File: src/design/rfpg_defines.vh
// How it works
// - a rail losing regulation sets its fault flag; ten rails over two registers
// - writing 0 to a fault flag clears it; a flag reading 1 means fault
// - mask bit 0 passes the rail's real power-good into the combined tree
// - mask bit 1 forces the rail's power-good to 1, removing it from the tree
`ifndef RFPG_DEFINES_VH
`define RFPG_DEFINES_VH

// register indices; byte address is four times the index
`define RFPG_IDX_STAT_A 10'h016
`define RFPG_IDX_STAT_B 10'h017
`define RFPG_IDX_MASK_A 10'h018
`define RFPG_IDX_MASK_B 10'h019
`define RFPG_IDX_IRQ_STAT 10'h01a
`define RFPG_IDX_IRQ_MASK 10'h01b
`define RFPG_IDX_PG_STATE 10'h01c

// reset values
`define RFPG_RST_STAT_A 8'h00
`define RFPG_RST_STAT_B 2'h0
`define RFPG_RST_MASK_A 8'h00
`define RFPG_RST_MASK_B 4'h0
`define RFPG_RST_IRQ_STAT 4'h0
`define RFPG_RST_IRQ_MASK 4'hf

// field widths
`define RFPG_W_STAT_A 8
`define RFPG_W_STAT_B 2
`define RFPG_W_MASK_A 8
`define RFPG_W_MASK_B 4
`define RFPG_W_IRQ 4

// fault fields of status a
`define RFPG_IO_CORE_RAIL_FAULT 7
`define RFPG_FIVE_VOLT_STANDBY_RAIL_FAULT 6
`define RFPG_DEEP_SLEEP_3V3_RAIL_FAULT 5
`define RFPG_CHIPSET_3V3_RAIL_FAULT 4
`define RFPG_ALWAYS_ON_1V8_RAIL_FAULT 3
`define RFPG_SWITCHED_1V8_2V5_RAIL_FAULT 2
`define RFPG_SWITCHED_1V2_RAIL_FAULT 1
`define RFPG_MEMORY_TERMINATION_RAIL_FAULT 0
// fault fields of status b
`define RFPG_ALWAYS_ON_1V0_RAIL_FAULT 1
`define RFPG_ALWAYS_ON_0V85_RAIL_FAULT 0

// mask fields of mask a
`define RFPG_IO_CORE_GOOD_MASK 7
`define RFPG_ALWAYS_ON_0V85_GOOD_MASK 6
`define RFPG_ALWAYS_ON_1V0_GOOD_MASK 5
`define RFPG_ALWAYS_ON_1V8_GOOD_MASK 4
`define RFPG_CHIPSET_3V3_GOOD_MASK 3
`define RFPG_FIVE_VOLT_STANDBY_GOOD_MASK 2
`define RFPG_DEEP_SLEEP_3V3_GOOD_MASK 1
`define RFPG_SLEEP_1V0_GOOD_MASK 0
// mask fields of mask b
`define RFPG_SWITCHED_1V8_2V5_GOOD_MASK 3
`define RFPG_SWITCHED_1V2_GOOD_MASK 2
`define RFPG_SLEEP_3V3_GOOD_MASK 1
`define RFPG_SLEEP_1V8_GOOD_MASK 0

// interrupt status / mask bits
`define RFPG_IRQ_FAULT_A 0
`define RFPG_IRQ_FAULT_B 1
`define RFPG_IRQ_TREE_FELL 2
`define RFPG_IRQ_TREE_ROSE 3

// pg state register layout
`define RFPG_PGS_RAW_LSB 0
`define RFPG_PGS_EFF_LSB 12
`define RFPG_PGS_TREE 24

// clear polarity of sticky flags
`define RFPG_CLR_ON_ZERO 1'b0
`define RFPG_CLR_ON_ONE 1'b1

`endif

File: src/design/rfpg_sticky_flags.v
`timescale 1ns/1ps
`include "rfpg_defines.vh"

// bank of sticky flags: hardware sets, software clears by writing CLR_VAL
module rfpg_sticky_flags #(
    parameter W = 8,
    parameter [W-1:0] RST_VAL = {W{1'b0}},
    parameter CLR_VAL = 1'b0
) (
    // clock and reset
    input wire pclk,
    input wire presetn,
    // hardware events
    input wire [W-1:0] set_in,
    // software write
    input wire wr_en,
    input wire [W-1:0] wdata,
    // flags
    output reg [W-1:0] flags
);

    wire [W-1:0] clr_hit;
    wire [W-1:0] next_flags;

    // a set in the same cycle as a clear wins, so no event is lost
    assign clr_hit = wr_en ? (CLR_VAL ? wdata : ~wdata) : {W{1'b0}};
    assign next_flags = (flags & ~clr_hit) | set_in;

    // flag storage
    always @(posedge pclk or negedge presetn) begin
        if (!presetn) begin
            flags <= RST_VAL;
        end else begin
            flags <= next_flags;
        end
    end

endmodule // rfpg_sticky_flags

File: src/design/rfpg_regs.v
`timescale 1ns/1ps
`include "rfpg_defines.vh"

// rail fault latches and power-good tree masks, reached over apb
module rfpg_regs #(
    parameter AW = 12
) (
    // apb clock and reset
    input wire pclk,
    input wire presetn,
    // apb slave
    input wire psel,
    input wire penable,
    input wire pwrite,
    input wire [AW-1:0] paddr,
    input wire [31:0] pwdata,
    input wire [3:0] pstrb,
    output reg [31:0] prdata,
    output wire pready,
    output reg pslverr,
    // loss-of-regulation indications, high while the rail is out
    input wire [`RFPG_W_STAT_A-1:0] rail_lost_a,
    input wire [`RFPG_W_STAT_B-1:0] rail_lost_b,
    // raw power-good from the rail monitors, same bit order as the masks
    input wire [`RFPG_W_MASK_A-1:0] rail_pg_a,
    input wire [`RFPG_W_MASK_B-1:0] rail_pg_b,
    // power-good after masking
    output reg [`RFPG_W_MASK_A-1:0] rail_pg_eff_a,
    output reg [`RFPG_W_MASK_B-1:0] rail_pg_eff_b,
    output reg power_good_tree,
    // interrupt
    output wire irq
);

    ////////////////////////////////////////////////////////////////////////
    // declarations

    wire [9:0] idx;
    wire setup_ph;
    wire access_ph;
    wire wr_acc;
    wire lane0;
    reg hit_stat_a;
    reg hit_stat_b;
    reg hit_mask_a;
    reg hit_mask_b;
    reg hit_irq_stat;
    reg hit_irq_mask;
    reg hit_pg_state;
    wire mapped;
    // write strobes, one per writable register
    wire wr_stat_a;
    wire wr_stat_b;
    wire wr_mask_a;
    wire wr_mask_b;
    wire wr_irq_stat;
    wire wr_irq_mask;
    wire [`RFPG_W_STAT_A-1:0] fault_a;
    wire [`RFPG_W_STAT_B-1:0] fault_b;
    wire [`RFPG_W_IRQ-1:0] irq_stat;
    wire [`RFPG_W_IRQ-1:0] irq_events;
    reg [`RFPG_W_MASK_A-1:0] mask_a;
    reg [`RFPG_W_MASK_B-1:0] mask_b;
    reg [`RFPG_W_IRQ-1:0] irq_mask;
    reg [`RFPG_W_MASK_A-1:0] next_eff_a;
    reg [`RFPG_W_MASK_B-1:0] next_eff_b;
    reg next_tree;
    reg tree_prev;
    reg [31:0] next_rdata;

    ////////////////////////////////////////////////////////////////////////
    // apb decode

    // word index; the two low address bits are ignored for aligned words
    assign idx = paddr[11:2];
    assign setup_ph = psel & ~penable;
    assign access_ph = psel & penable;
    // zero wait states: every access completes in its first access cycle
    assign pready = 1'b1;
    // only byte lane 0 carries write data, all writable fields are 8 bits or less
    // a write with that strobe low is dropped without an error
    assign lane0 = pstrb[0];
    assign wr_acc = access_ph & pwrite & lane0 & ~pslverr;

    // register selects; an index outside the map raises none of them
    always @* begin
        hit_stat_a = 1'b0;
        hit_stat_b = 1'b0;
        hit_mask_a = 1'b0;
        hit_mask_b = 1'b0;
        hit_irq_stat = 1'b0;
        hit_irq_mask = 1'b0;
        hit_pg_state = 1'b0;
        case (idx)
            `RFPG_IDX_STAT_A: hit_stat_a = 1'b1;
            `RFPG_IDX_STAT_B: hit_stat_b = 1'b1;
            `RFPG_IDX_MASK_A: hit_mask_a = 1'b1;
            `RFPG_IDX_MASK_B: hit_mask_b = 1'b1;
            `RFPG_IDX_IRQ_STAT: hit_irq_stat = 1'b1;
            `RFPG_IDX_IRQ_MASK: hit_irq_mask = 1'b1;
            `RFPG_IDX_PG_STATE: hit_pg_state = 1'b1;
            default: hit_pg_state = 1'b0;
        endcase
    end

    // anything outside the map is refused with an error and no write
    assign mapped = hit_stat_a | hit_stat_b | hit_mask_a | hit_mask_b |
        hit_irq_stat | hit_irq_mask | hit_pg_state;

    ////////////////////////////////////////////////////////////////////////
    // write strobes

    // pg state has no strobe, so a write to it falls away
    assign wr_stat_a = wr_acc & hit_stat_a;
    assign wr_stat_b = wr_acc & hit_stat_b;
    assign wr_mask_a = wr_acc & hit_mask_a;
    assign wr_mask_b = wr_acc & hit_mask_b;
    assign wr_irq_stat = wr_acc & hit_irq_stat;
    assign wr_irq_mask = wr_acc & hit_irq_mask;

    ////////////////////////////////////////////////////////////////////////
    // fault status registers

    // status a: eight rails, write 0 clears, write 1 leaves the flag alone
    // a rail still out of regulation sets its flag again at once
    rfpg_sticky_flags #(
        .W(`RFPG_W_STAT_A),
        .RST_VAL(`RFPG_RST_STAT_A),
        .CLR_VAL(`RFPG_CLR_ON_ZERO)
    ) u_stat_a (
        .pclk(pclk),
        .presetn(presetn),
        .set_in(rail_lost_a),
        .wr_en(wr_stat_a),
        .wdata(pwdata[`RFPG_W_STAT_A-1:0]),
        .flags(fault_a)
    );

    // status b: two rails in bits 1:0, the upper bits are reserved
    // reserved bits are not stored, so software cannot leave them set
    rfpg_sticky_flags #(
        .W(`RFPG_W_STAT_B),
        .RST_VAL(`RFPG_RST_STAT_B),
        .CLR_VAL(`RFPG_CLR_ON_ZERO)
    ) u_stat_b (
        .pclk(pclk),
        .presetn(presetn),
        .set_in(rail_lost_b),
        .wr_en(wr_stat_b),
        .wdata(pwdata[`RFPG_W_STAT_B-1:0]),
        .flags(fault_b)
    );

    ////////////////////////////////////////////////////////////////////////
    // mask registers

    // mask a: a 1 forces the rail good, taking it out of the tree
    always @(posedge pclk or negedge presetn) begin
        if (!presetn) begin
            mask_a <= `RFPG_RST_MASK_A;
        end else if (wr_mask_a) begin
            mask_a <= pwdata[`RFPG_W_MASK_A-1:0];
        end
    end

    // mask b: only bits 3:0 are stored, the reserved bits read back 0
    always @(posedge pclk or negedge presetn) begin
        if (!presetn) begin
            mask_b <= `RFPG_RST_MASK_B;
        end else if (wr_mask_b) begin
            mask_b <= pwdata[`RFPG_W_MASK_B-1:0];
        end
    end

    // interrupt mask resets all masked, so the rise after reset stays quiet
    always @(posedge pclk or negedge presetn) begin
        if (!presetn) begin
            irq_mask <= `RFPG_RST_IRQ_MASK;
        end else if (wr_irq_mask) begin
            irq_mask <= pwdata[`RFPG_W_IRQ-1:0];
        end
    end

    ////////////////////////////////////////////////////////////////////////
    // power-good tree

    // a masked rail reads as good, an unmasked one passes its monitor
    // the tree therefore sees a masked rail as permanently good
    always @* begin
        next_eff_a = rail_pg_a | mask_a;
        next_eff_b = rail_pg_b | mask_b;
        next_tree = (&next_eff_a) & (&next_eff_b);
    end

    // registered so the outputs cannot glitch while a mask is rewritten
    always @(posedge pclk or negedge presetn) begin
        if (!presetn) begin
            rail_pg_eff_a <= {`RFPG_W_MASK_A{1'b0}};
            rail_pg_eff_b <= {`RFPG_W_MASK_B{1'b0}};
        end else begin
            rail_pg_eff_a <= next_eff_a;
            rail_pg_eff_b <= next_eff_b;
        end
    end

    // combined result; reset low, so a board with every rail good sees one rise
    always @(posedge pclk or negedge presetn) begin
        if (!presetn) begin
            power_good_tree <= 1'b0;
        end else begin
            power_good_tree <= next_tree;
        end
    end

    // one-cycle-old copy of the tree, for its edge events
    always @(posedge pclk or negedge presetn) begin
        if (!presetn) begin
            tree_prev <= 1'b0;
        end else begin
            tree_prev <= power_good_tree;
        end
    end

    ////////////////////////////////////////////////////////////////////////
    // interrupt status, write 1 to clear

    // a fault event is a flag that goes from clear to set this cycle
    // a flag already set raises no second event until it is cleared
    assign irq_events[`RFPG_IRQ_FAULT_A] = |(rail_lost_a & ~fault_a);
    assign irq_events[`RFPG_IRQ_FAULT_B] = |(rail_lost_b & ~fault_b);
    assign irq_events[`RFPG_IRQ_TREE_FELL] = tree_prev & ~power_good_tree;
    assign irq_events[`RFPG_IRQ_TREE_ROSE] = ~tree_prev & power_good_tree;

    rfpg_sticky_flags #(
        .W(`RFPG_W_IRQ),
        .RST_VAL(`RFPG_RST_IRQ_STAT),
        .CLR_VAL(`RFPG_CLR_ON_ONE)
    ) u_irq_stat (
        .pclk(pclk),
        .presetn(presetn),
        .set_in(irq_events),
        .wr_en(wr_irq_stat),
        .wdata(pwdata[`RFPG_W_IRQ-1:0]),
        .flags(irq_stat)
    );

    // level output; a mask bit of 1 blocks its status bit
    // built from flip-flops only, so bus traffic cannot make it glitch
    assign irq = |(irq_stat & ~irq_mask);

    ////////////////////////////////////////////////////////////////////////
    // read path

    // unused bits and reserved fields read as zero
    always @* begin
        next_rdata = 32'h0000_0000;
        case (idx)
            `RFPG_IDX_STAT_A: begin
                next_rdata[`RFPG_W_STAT_A-1:0] = fault_a;
            end
            `RFPG_IDX_STAT_B: begin
                next_rdata[`RFPG_W_STAT_B-1:0] = fault_b;
            end
            `RFPG_IDX_MASK_A: begin
                next_rdata[`RFPG_W_MASK_A-1:0] = mask_a;
            end
            `RFPG_IDX_MASK_B: begin
                next_rdata[`RFPG_W_MASK_B-1:0] = mask_b;
            end
            `RFPG_IDX_IRQ_STAT: begin
                next_rdata[`RFPG_W_IRQ-1:0] = irq_stat;
            end
            `RFPG_IDX_IRQ_MASK: begin
                next_rdata[`RFPG_W_IRQ-1:0] = irq_mask;
            end
            `RFPG_IDX_PG_STATE: begin
                next_rdata[`RFPG_PGS_RAW_LSB+11:`RFPG_PGS_RAW_LSB] = {rail_pg_b, rail_pg_a};
                next_rdata[`RFPG_PGS_EFF_LSB+11:`RFPG_PGS_EFF_LSB] =
                    {rail_pg_eff_b, rail_pg_eff_a};
                next_rdata[`RFPG_PGS_TREE] = power_good_tree;
            end
            default: begin
                next_rdata = 32'h0000_0000;
            end
        endcase
    end

    // read data is caught in the setup cycle and stands through access;
    // a flag that sets during access shows on the next read instead
    always @(posedge pclk or negedge presetn) begin
        if (!presetn) begin
            prdata <= 32'h0000_0000;
        end else if (setup_ph) begin
            prdata <= pwrite ? 32'h0000_0000 : next_rdata;
        end
    end

    // error is decided from the address alone and also blocks the write
    always @(posedge pclk or negedge presetn) begin
        if (!presetn) begin
            pslverr <= 1'b0;
        end else if (setup_ph) begin
            pslverr <= ~mapped;
        end
    end

endmodule // rfpg_regs

File: config.mk
export PLATFORM = sky130hd
export DESIGN_NAME = rfpg_regs
export DESIGN_NICKNAME = d
export VERILOG_FILES = /design/src/design/rfpg_sticky_flags.v /design/src/design/rfpg_regs.v
export VERILOG_INCLUDE_DIRS = /design/src /design/src/design
export SDC_FILE = /design/constraint.sdc
export NUM_CORES = 1
export LEC_CHECK = 0
export BUFFER_PORTS_ARGS = -buffer_cell sky130_fd_sc_hd__clkbuf_2
export CAP_MARGIN = 20
export CELL_PAD_IN_SITES_DETAIL_PLACEMENT = 0
export CELL_PAD_IN_SITES_GLOBAL_PLACEMENT = 1
export CORE_AREA = 2 2 101 103
export CTS_CLUSTER_SIZE = 25
export DETAILED_ROUTE_END_ITERATION = 10
export DIE_AREA = 0 0 103 105
export PLACE_DENSITY = 0.75
export SLEW_MARGIN = 20
export SYNTH_ARGS = -nofsm -noshare
export SYNTH_HDL_FRONTEND = slang
export SYNTH_HIERARCHICAL = 1
export SYNTH_SLANG_ARGS = --single-unit
File: constraint.sdc
create_clock -name pclk -period 1.6 [get_ports pclk]
set_input_delay 0.08 -clock pclk [delete_from_list [all_inputs] [get_ports pclk]]
set_output_delay 0.08 -clock pclk [all_outputs]
set_load 0.01 [all_outputs]
# Word-level counts from Yosys, hierarchy flattened
# Index checks and enable logic that the tools add are counted.
dict set report word_totals {
  ff_bits 77
  in_bits 75
  out_inout_bits 48
  word_cells 83
}
dict set report classes {
  n_eq_ne 7
  mux 15
  bitwise_logic 44
  n_reduce_logical 5
}
# operator count
set op_table {}
lappend op_table {{$eq A10 B5 Y1 const B} 7}
lappend op_table {{$mux W25} 1}
lappend op_table {{$not A8 Y8} 3}
lappend op_table {{$mux W17} 1}
lappend op_table {{$and A8 B8 Y8} 2}
lappend op_table {{$or A8 B8 Y8} 2}
lappend op_table {{$and A1 B1 Y1} 14}
lappend op_table {{$pmux W2 S7} 1}
lappend op_table {{$pmux W2 S6} 1}
lappend op_table {{$pmux W4 S3} 1}
lappend op_table {{$and A4 B4 Y4} 2}
lappend op_table {{$mux W8} 1}
lappend op_table {{$not A4 Y4} 2}
lappend op_table {{$or A4 B4 Y4} 2}
lappend op_table {{$reduce_and A8 Y1} 1}
lappend op_table {{$reduce_or A8 Y1} 1}
lappend op_table {{$mux W1} 7}
lappend op_table {{$not A2 Y2} 3}
lappend op_table {{$or A1 B1 Y1} 6}
lappend op_table {{$not A1 Y1} 5}
lappend op_table {{$and A2 B2 Y2} 2}
lappend op_table {{$mux W4} 1}
lappend op_table {{$reduce_and A4 Y1} 1}
lappend op_table {{$reduce_or A4 Y1} 1}
lappend op_table {{3 further kinds} 3}

# Depth between registers and ports, before layout
# Gate-level depths: netlist of the first run.
dict set report logic_depth {
  depth_word 9
  ltp_mapped 6
  depth_no_buf 5
}

# By module
# Netlist of the first run, hierarchy kept.
# mod instances cells_per_inst area_per_inst_um2 seq_area_each_um2
set by_module_without_submodules {}
lappend by_module_without_submodules {rfpg_regs 1 241 2717.6 1406.3}
lappend by_module_without_submodules {{rfpg_sticky_flags (u_stat_a)} 1 24 310.3 200.2}
lappend by_module_without_submodules {{rfpg_sticky_flags (u_irq_stat)} 1 12 145.1 100.1}
lappend by_module_without_submodules {{rfpg_sticky_flags (u_stat_b)} 1 6 77.6 50.0}

# Least setup slack after synthesis of the first run
# No wires, ideal clock.
dict set report synth_path {
  path_type {reg2reg}
  start {register pslverr}
  end {register u_stat_a.flags[0]}
  setup_time_ps 118
  arrival_ps 1625
  t_required_ps 1482
  setup_slack_ps -143
  path_stages_with_launch 6
  n_path_buf 0
  synth_period_minus_slack_ps 1743
  cell_sequence {dfrtp_1 -> and4b_1 -> nand4_1 -> nor3_1 -> nand2b_1 -> a21o_1}
}
dict set report synth_between {
  elab_chain_len 7
}
# item line_no
set synth_lines {}
lappend synth_lines {{from (decl)} rfpg_regs.v:20} ;# output reg pslverr,
lappend synth_lines {{from (signal assigned)} rfpg_regs.v:303} ;# pslverr <= ~mapped;
lappend synth_lines {{$not A1 Y1} rfpg_regs.v:83} ;# assign wr_acc = access_ph & pwrite & lane0 & ~pslverr;
lappend synth_lines {{$and A1 B1 Y1} rfpg_regs.v:83}
lappend synth_lines {{$and A1 B1 Y1} rfpg_regs.v:114} ;# assign wr_stat_a = wr_acc & hit_stat_a;
lappend synth_lines {{via wr_stat_a} rfpg_regs.v:52} ;# wire wr_stat_a;
lappend synth_lines {{$mux W8} rfpg_sticky_flags.v:26} ;# assign clr_hit = wr_en ? (CLR_VAL ? wdata : ~wdata) : {W{1'b0}};
lappend synth_lines {{$not A8 Y8} rfpg_sticky_flags.v:27} ;# assign next_flags = (flags & ~clr_hit) | set_in;
lappend synth_lines {{$and A8 B8 Y8} rfpg_sticky_flags.v:27}
lappend synth_lines {{$or A8 B8 Y8} rfpg_sticky_flags.v:27}
lappend synth_lines {{via u_stat_a.next_flags[0]} rfpg_sticky_flags.v:23} ;# wire [W-1:0] next_flags;
lappend synth_lines {{to (signal assigned)} rfpg_sticky_flags.v:34} ;# flags <= next_flags;
lappend synth_lines {{to (decl)} rfpg_sticky_flags.v:19} ;# output reg [W-1:0] flags
# The timed path passes the listed nets, and every way through them passes these cells.
# A chain may end at the register's enable or synchronous reset.

# Worst setup path after layout of the first run
dict set report layout_path {
  start {register pslverr}
  end {register irq_mask[2]}
}
dict set report layout_between {
  elab_chain_len 3
}
# item line_no
set layout_lines {}
lappend layout_lines {{$not A1 Y1} rfpg_regs.v:83}
lappend layout_lines {{$and A1 B1 Y1} rfpg_regs.v:83}
lappend layout_lines {{$and A1 B1 Y1} rfpg_regs.v:119} ;# assign wr_irq_mask = wr_acc & hit_irq_mask;
lappend layout_lines {{to (signal assigned)} rfpg_regs.v:178} ;# irq_mask <= `RFPG_RST_IRQ_MASK;
lappend layout_lines {{to (signal assigned)} rfpg_regs.v:180} ;# irq_mask <= pwdata[`RFPG_W_IRQ-1:0];
lappend layout_lines {{to (decl)} rfpg_regs.v:64} ;# reg [`RFPG_W_IRQ-1:0] irq_mask;
# No other way between the ends.

==> out/qor.txt, run 1 <==
Outcome -> finished with violations
Failing checks -> setup timing
CTS tree -> done
Cell family with most CP delay -> simple AND/OR/NAND/NOR gates
Antenna-violating nets left -> 0
Global route overflow -> 0
Nets@finish -> 485
Fillers -> 950
Crit path required time -> 1.88 ns
CP Max Fanout -> 5
Synth warn -> 6
Core Rows -> 36
DRC Markers -> 0
Netlist Area Pre-Place -> 3251 sq um
CTS Sinks -> 70
Most frequent cells in the layout -> 84 x clkbuf_2, 66 x dfrtp_1, 26 x dlygate4sd3_1
CP max-delay cell -> dfrtp_1
Seq cells post-synth -> 70
Footprint of the multi-input gates -> 1393 sq um
Initial antenna violation count -> 0
Worst EP arrival -> 1.90 ns
I/O Pins -> 123
GPL Wtd Cong -> 0.8708
Max Slew Vio Count -> 0
Clock Latency Late Sink -> 0.35 ns
Setup ws final -> -0.02171 ns
Endpoints failing setup -> 8
N_diodes -> 0
Leading area contributor after synthesis -> dfrtp_1
CP bufs+invs -> 2
Worst Skew -> 0.005014 ns
Yosys top cell area share -> 0.5081
Area grow syn2layout -> 37.57%
Setup WS pre-CTS -> -0.06438 ns
Hold WS -> 0.03146 ns
Fin crit share -> 1.014
DRT Pass-1 Iters -> 4
Share of cells above drive strength 1 -> 0.4000
TritonCTS buffer count -> 9
Async set-reset flop share out of synthesis -> 1.000
Worst path most repeated cell -> buf_6
HPWL after detailed placement -> 6.118 mm
Vias -> 2589
H-tree Lvls -> 3
Register area share after synthesis -> 0.5404
Largest net degree at the start of global routing -> 71
Final Util -> 0.4639
Minimum clock period after layout -> 1.622 ns
Tot GR Track Use -> 0.1602
Ranking of synthesized cells by area -> dfrtp_1 51%, mux2_2 5.5%, a22o_1 4.6%
Final hold vios -> 0
Die height -> 105 um
Setup crit start kind -> register
Syn_area_per_cell -> 11.49 sq um
Initial Util -> 0.3372
Reg area -> 1757 sq um
CTS root buf -> clkbuf_8
Clock Path Buffers -> 2
Hold Crit Class -> in2reg
Leakage -> 2.122 nW
CORE AREA -> 9639 sq um
CP Class -> reg2reg
Worst Setup End Kind -> register
Via density -> 4.724
RSZ-0062 raised after global routing -> true
Fmax -> 616.6 MHz
Synth Flop Type -> dfrtp_1
Cells along the critical path -> and4b_1 -> nand4_1 -> buf_6 -> nor2_2 -> buf_6 -> mux2_2
Die area -> 10820 sq um
Pwr dens -> 843.1 nW/um^2
Final wirelength -> 8.156 mm
MaxCap Viol Count -> 0
Iter 0 DRT Violations -> 130
First-pass GRT wire length -> 13.28 mm
WL/cell -> 14.88 um
Vias in the first global route -> 2600
Number of I/O port buffers -> 85
Most common cell after layout, fill and taps aside -> clkbuf_2
Clock transition at the registers of the reported paths -> 0.08 ns
Peak VDD IR -> 0.4229 mV
Die X-Extent -> 103 um
Synth Instances -> 283
EDFF count, synth -> 0
CP max stage delay -> 0.38 ns
Distinct cells, synth -> 47
-- cell families (layout without fill, tap and decap cells) --
kind of cell    after synthesis  in the layout  synth area share
mux                          24             24           0.08391
flops                        70             70            0.5404
other cells                   2              8          0.002310
simple gates                 81             81            0.1597
compound gates               70             70            0.1574
buf+inv                      36            162           0.05619
-- synthesized netlist by cell type (3+ instances only) --
| master | n |
|---|---|
| inv_1 | 17 |
| mux2_2 | 16 |
| dfrtp_1 | 66 |
| buf_2 | 5 |
| o21ai_0 | 9 |
| a2bb2oi_1 | 4 |
| a21oi_1 | 4 |
| a22oi_1 | 6 |
| nand2b_1 | 15 |
| dfstp_2 | 4 |
| a22o_1 | 17 |
| a21o_1 | 16 |
| mux2i_1 | 7 |
| buf_4 | 9 |
| nor2b_1 | 6 |
| clkbuf_1 | 3 |
| nor2_1 | 6 |
| o22ai_1 | 9 |
| nor3_1 | 3 |
| or2_2 | 12 |
| nand2_1 | 19 |
-- power by group --
part           total [mW]  switching (mW)  internal (mW)
sequential           1.80          0.0117           1.79
combinational       0.356           0.191          0.165
clock                1.61           0.714          0.899
total                3.77           0.917           2.85
-- state kept, by name, indices dropped and copies added (netlist names), 2 cells and up --
name              count
mask_b                4
u_stat_b/flags        2
prdata               25
u_stat_a/flags        8
u_irq_stat/flags      4
rail_pg_eff_a         8
mask_a                8
rail_pg_eff_b         4
irq_mask              4
-- area by class of cell --
cell class / count / share of cell area
flip-flops and latches: 70 / 0.3928
multi-input cells: 183 / 0.3114
repair buffers: 129 / 0.1933
well taps: 133 / 0.03721
clock buffers: 9 / 0.02770
clock inverters: 7 / 0.02322
inverters: 17 / 0.01427
-- what timing repair did --
item	in CTS	in global routing
resized for setup	3	16
pin swaps	2	3
setup endpoints to repair	14	30
buffers inserted	0	1
hold endpoints to repair	95	0
hold buffers	26	0
-- stage by stage --
step	power [mW]	setup TNS (ns)	instance area (sq um)	cells
global route	3.942	-3.201	4472	548
global placement	2.139	-0.1570	3911	506
detailed placement	2.142	-0.1742	3911	506
floorplan	1.976	0	3281	289
finish	3.770	-0.1285	4472	548
CTS	3.822	-0.2304	4413	548
-- routing by layer --
| metal | GRT usage | part of all wire | vias to the layer above |
|---|---|---|---|
| li1 | - | - | 1244 |
| met1 | 0.2167 | 0.45 | 1255 |
| met2 | 0.2463 | 0.47 | 80 |
| met3 | 0.04950 | 0.059 | 10 |
| met4 | 0.04511 | 0.014 | 0 |
| met5 | 0 | 0 | - |
-- path summary, 6_finish.rpt --
check / start / endpoint / slack (ns) / cells past startpoint
max: pslverr$_DFFE_PN0P_ / irq_mask[2]$_DFFE_PN1P_ / -0.02 / 6
max in group asynchronous: presetn / irq_mask[1]$_DFFE_PN1P_ / 0.96 / 3
min: rail_pg_a[2] / rail_pg_eff_a[2]$_DFF_PN0_ / 0.03 / 2
min reg2reg: rail_pg_eff_a[2]$_DFF_PN0_ / prdata[14]$_DFFE_PN0P_ / 0.50 / 1
max reg2reg: pslverr$_DFFE_PN0P_ / irq_mask[2]$_DFFE_PN1P_ / -0.02 / 6
min in group asynchronous: presetn / prdata[24]$_DFFE_PN0P_ / 0.29 / 3
Power figures use the tool's default switching activity.
==> run 2, diff against run 1 <==
- ABC_AREA: unset -> 1
- BUFFER_PORTS_ARGS: -buffer_cell sky130_fd_sc_hd__clkbuf_2 -> unset
- CORE_AREA: 2 2 101 103 -> 2 2 97 99
- DIE_AREA: 0 0 103 105 -> 0 0 99 101
- DONT_BUFFER_PORTS: unset -> 1
- PLACE_DENSITY: 0.75 -> 0.73
==> run 2 against run 1 <==
Effect of this change: the flow finishes with violations (hold timing); sequential share of layout area increased by 3.2 points; critical path depth up 1; non-clock buffer count decreased by 87; cell area shrank 7.5%; utilization is 0.33 points lower; register-to-register slack gained 0.11 ns; die area decreased by 7.5%; wire length grew 9.8%; hold slack worse by 0.62 ns; worst setup slack gained 0.11 ns; largest cell class unchanged.
==> out/qor.txt, run 2 <==
Outcome -> finished with violations (unchanged)
Failing checks -> hold timing (was setup timing)
Setup ws final -> 0.08491 ns (was -0.02171 ns)
Vias in the first global route -> 2874 (was 2600)
Most common cell after layout, fill and taps aside -> nand2_1 (was clkbuf_2)
Iter 0 DRT Violations -> 130 (unchanged)
CP max stage delay -> 0.41 ns (was 0.38 ns)
RSZ-0062 raised after global routing -> false (was true)
Tot GR Track Use -> 0.1864 (was 0.1602)
Initial antenna violation count -> 0 (unchanged)
Commonest cells post-synth -> 157 x nand2_1, 66 x dfrtp_1, 65 x inv_1 (was 66 x dfrtp_1, 19 x nand2_1, 17 x a22o_1, 17 x inv_1)
Max Slew Vio Count -> 0 (unchanged)
CP Class -> reg2reg (unchanged)
Peak VDD IR -> 0.3618 mV (was 0.4229 mV)
CP max-delay cell -> dfrtp_1 (unchanged)
CTS Sinks -> 70 (unchanged)
Met2 Wirelength -> 4.067 mm (was 3.849 mm)
First-pass GRT wire length -> 14.54 mm (was 13.28 mm)
Post-CTS setup buffer count -> 0 (unchanged)
Cells along the critical path -> nor4_4 -> inv_1 -> nor3_1 -> buf_4 -> nand2_1 -> nand2_1 -> nand2_1 (was and4b_1 -> nand4_1 -> buf_6 -> nor2_2 -> buf_6 -> mux2_2)
Via density -> 4.734 (was 4.724)
DRT Pass-1 Iters -> 4 (unchanged)
Reg2Reg Setup Slack -> 0.08 ns (was -0.02 ns)
EDFF count, synth -> 0 (unchanged)
GPL Wtd Cong -> 0.8523 (was 0.8708)
Worst Setup End Kind -> register (unchanged)
Worst path most repeated cell -> nand2_1 (was buf_6)
Leakage -> 2.099 nW (was 2.122 nW)
HPWL after detailed placement -> 6.743 mm (was 6.118 mm)
Cell family with most CP delay -> simple AND/OR/NAND/NOR gates (unchanged)
WL/cell -> 14.68 um (was 14.88 um)
Seq cells post-synth -> 70 (unchanged)
Fin crit share -> 0.9469 (was 1.014)
Final wirelength -> 8.956 mm (was 8.156 mm)
Clock transition at the registers of the reported paths -> 0.08 ns (about the same)
Yosys top cell area share -> 0.4674 (was 0.5081)
TritonCTS buffer count -> 9 (unchanged)
Max FFs per register -> 25 (unchanged)
Clock Latency Late Sink -> 0.35 ns (about the same)
Clock Path Buffers -> 2 (unchanged)
Endpoints failing setup -> 0 (was 8)
Synth Flop Type -> dfrtp_1 (unchanged)
Largest net degree at the start of global routing -> 71 (unchanged)
Area grow syn2layout -> 17.03% (was 37.57%)
Die X-Extent -> 99 um (was 103 um)
R2R Path End -> u_irq_stat/flags[0]$_DFF_PN0_ (was irq_mask[2]$_DFFE_PN1P_)
I/O Pins -> 123 (unchanged)
Core Rows -> 35 (was 36)
CTS root buf -> clkbuf_8 (unchanged)
Distinct cells, synth -> 30 (was 47)
Die area -> 9999 sq um (was 10820 sq um)
Hold_buf cts -> 32 (was 26)
Most frequent cells in the layout -> 157 x nand2_1, 66 x dfrtp_1, 65 x inv_1 (was 84 x clkbuf_2, 66 x dfrtp_1, 26 x dlygate4sd3_1)
Share of cells above drive strength 1 -> 0.1242 (was 0.4000)
Syn_area_per_cell -> 7.783 sq um (was 11.49 sq um)
CORE AREA -> 8977 sq um (was 9639 sq um)
Global route overflow -> 0 (unchanged)
Tot Pwr -> 3.326 mW (was 3.770 mW)
Worst Skew -> 0.01239 ns (was 0.005014 ns)
Ranking of synthesized cells by area -> dfrtp_1 47%, nand2_1 17%, inv_1 6.9% (was dfrtp_1 51%, mux2_2 5.5%, a22o_1 4.6%)
Initial Util -> 0.3936 (was 0.3372)
Crit path required time -> 1.83 ns (was 1.88 ns)
RR Startpoint -> pslverr$_DFFE_PN0P_ (unchanged)
Post-CTS sizing -> 0 (was 3)
Die height -> 101 um (was 105 um)
MaxCap Viol Count -> 0 (unchanged)
N_diodes -> 0 (unchanged)
CP bufs+invs -> 2 (unchanged)
Metal-1 WL -> 3.987 mm (was 3.705 mm)
Worst EP arrival -> 1.75 ns (was 1.90 ns)
CP Max Fanout -> 4 (was 5)
Nets@finish -> 570 (was 485)
Max Used Layer -> met4 (unchanged)
Synth warn -> 6 (unchanged)
Antenna-violating nets left -> 0 (unchanged)
TNS Setup -> 0 ns (was -0.1285 ns)
Setup crit start kind -> register (unchanged)
DRC Markers -> 0 (unchanged)
Most flops, register -> prdata (unchanged)
Netlist Area Pre-Place -> 3533 sq um (was 3251 sq um)
Hold Crit Class -> in2async (was in2reg)
Minimum clock period after layout -> 1.515 ns (was 1.622 ns)
Synth Instances -> 454 (was 283)
Register area share after synthesis -> 0.4972 (was 0.5404)
Leading area contributor after synthesis -> dfrtp_1 (unchanged)
H-tree Lvls -> 3 (unchanged)
Final Util -> 0.4606 (was 0.4639)
R2R depth -> 7 (was 6)
Final hold vios -> 70 (was 0)
Hold WS -> -0.5853 ns (was 0.03146 ns)
Most common cell in the netlist -> nand2_1 (was dfrtp_1)
Fmax -> 660.0 MHz (was 616.6 MHz)
Vias -> 2888 (was 2589)
Number of I/O port buffers -> 0 (was 85)
CTS tree -> done (unchanged)
Async set-reset flop share out of synthesis -> 1.000 (unchanged)
Pwr dens -> 804.3 nW/um^2 (was 843.1 nW/um^2)
Metal3 WL -> 747 um (was 485 um)
Setup WS pre-CTS -> 0.1181 ns (was -0.06438 ns)
## run 2: cell families (layout without fill, tap and decap cells)
family                 count (synthesis)  in the layout  share of synthesized area
and+or+nand+nor                      257            257                     0.3276
buffers and inverters                 85            124                     0.1076
DFF                                   70             70                     0.4972
AOI/OAI and AO/OA                     40             40                    0.06551
other                                  2              8                   0.002125
## run 2: where the power goes
| group | switching (mW) | leakage [nW] | total, mW | internal [mW] |
|---|---|---|---|---|
| clock network | 0.688 | 0.0804 | 1.28 | 0.595 |
| registers | 0.0240 | 0.861 | 1.81 | 1.79 |
| logic | 0.128 | 1.16 | 0.230 | 0.101 |
## run 2: layout make-up
cell class	count	area, sq um
fillers	904	4842
flip-flops and latches	70	1757
multi-input cells	305	1419
repair buffers	42	395.4
inverters	67	251.5
well taps	111	138.9
clock buffers	10	137.6
clock inverters	5	36.28
## run 2: stage by stage
step | area [sq um] | instances
3_5_place_dp | 3641 | 563
4_1_cts | 4135 | 610
5_1_grt | 4135 | 610
6_report | 4135 | 610
2_1_floorplan | 3556 | 460
3_3_place_gp | 3641 | 563
## run 2: worst max-delay path by stage
stage | to | slack (ns) | depth (start not counted) | startpoint
CTS | u_irq_stat/flags[0]$_DFF_PN0_ | 0.1 | 7 | pslverr$_DFFE_PN0P_
floorplan | u_irq_stat/flags[1]$_DFF_PN0_ | 0.01 | 6 | pslverr$_DFFE_PN0P_
global placement | mask_a[0]$_DFFE_PN0P_ | 0.16 | 5 | pslverr$_DFFE_PN0P_
detailed placement | u_irq_stat/flags[0]$_DFF_PN0_ | 0.12 | 7 | pslverr$_DFFE_PN0P_
finish | u_irq_stat/flags[0]$_DFF_PN0_ | 0.08 | 7 | pslverr$_DFFE_PN0P_
global route | u_irq_stat/flags[2]$_DFF_PN0_ | 0.02 | 7 | pslverr$_DFFE_PN0P_
## run 2: metal layers
metal,GRT usage,up-vias
met5,0,-
met4,0.06849,0
met3,0.06172,16
met2,0.2879,95
met1,0.2446,1297
li1,-,1480
## run 2: worst reg2reg max path, stage by stage, from the launching register on
cell and delay [ns]:
dfrtp_1 0.41, nor4_4 0.37, inv_1 0.14, nor3_1 0.16
buf_4 0.17, nand2_1 0.05, nand2_1 0.06, nand2_1 0.06
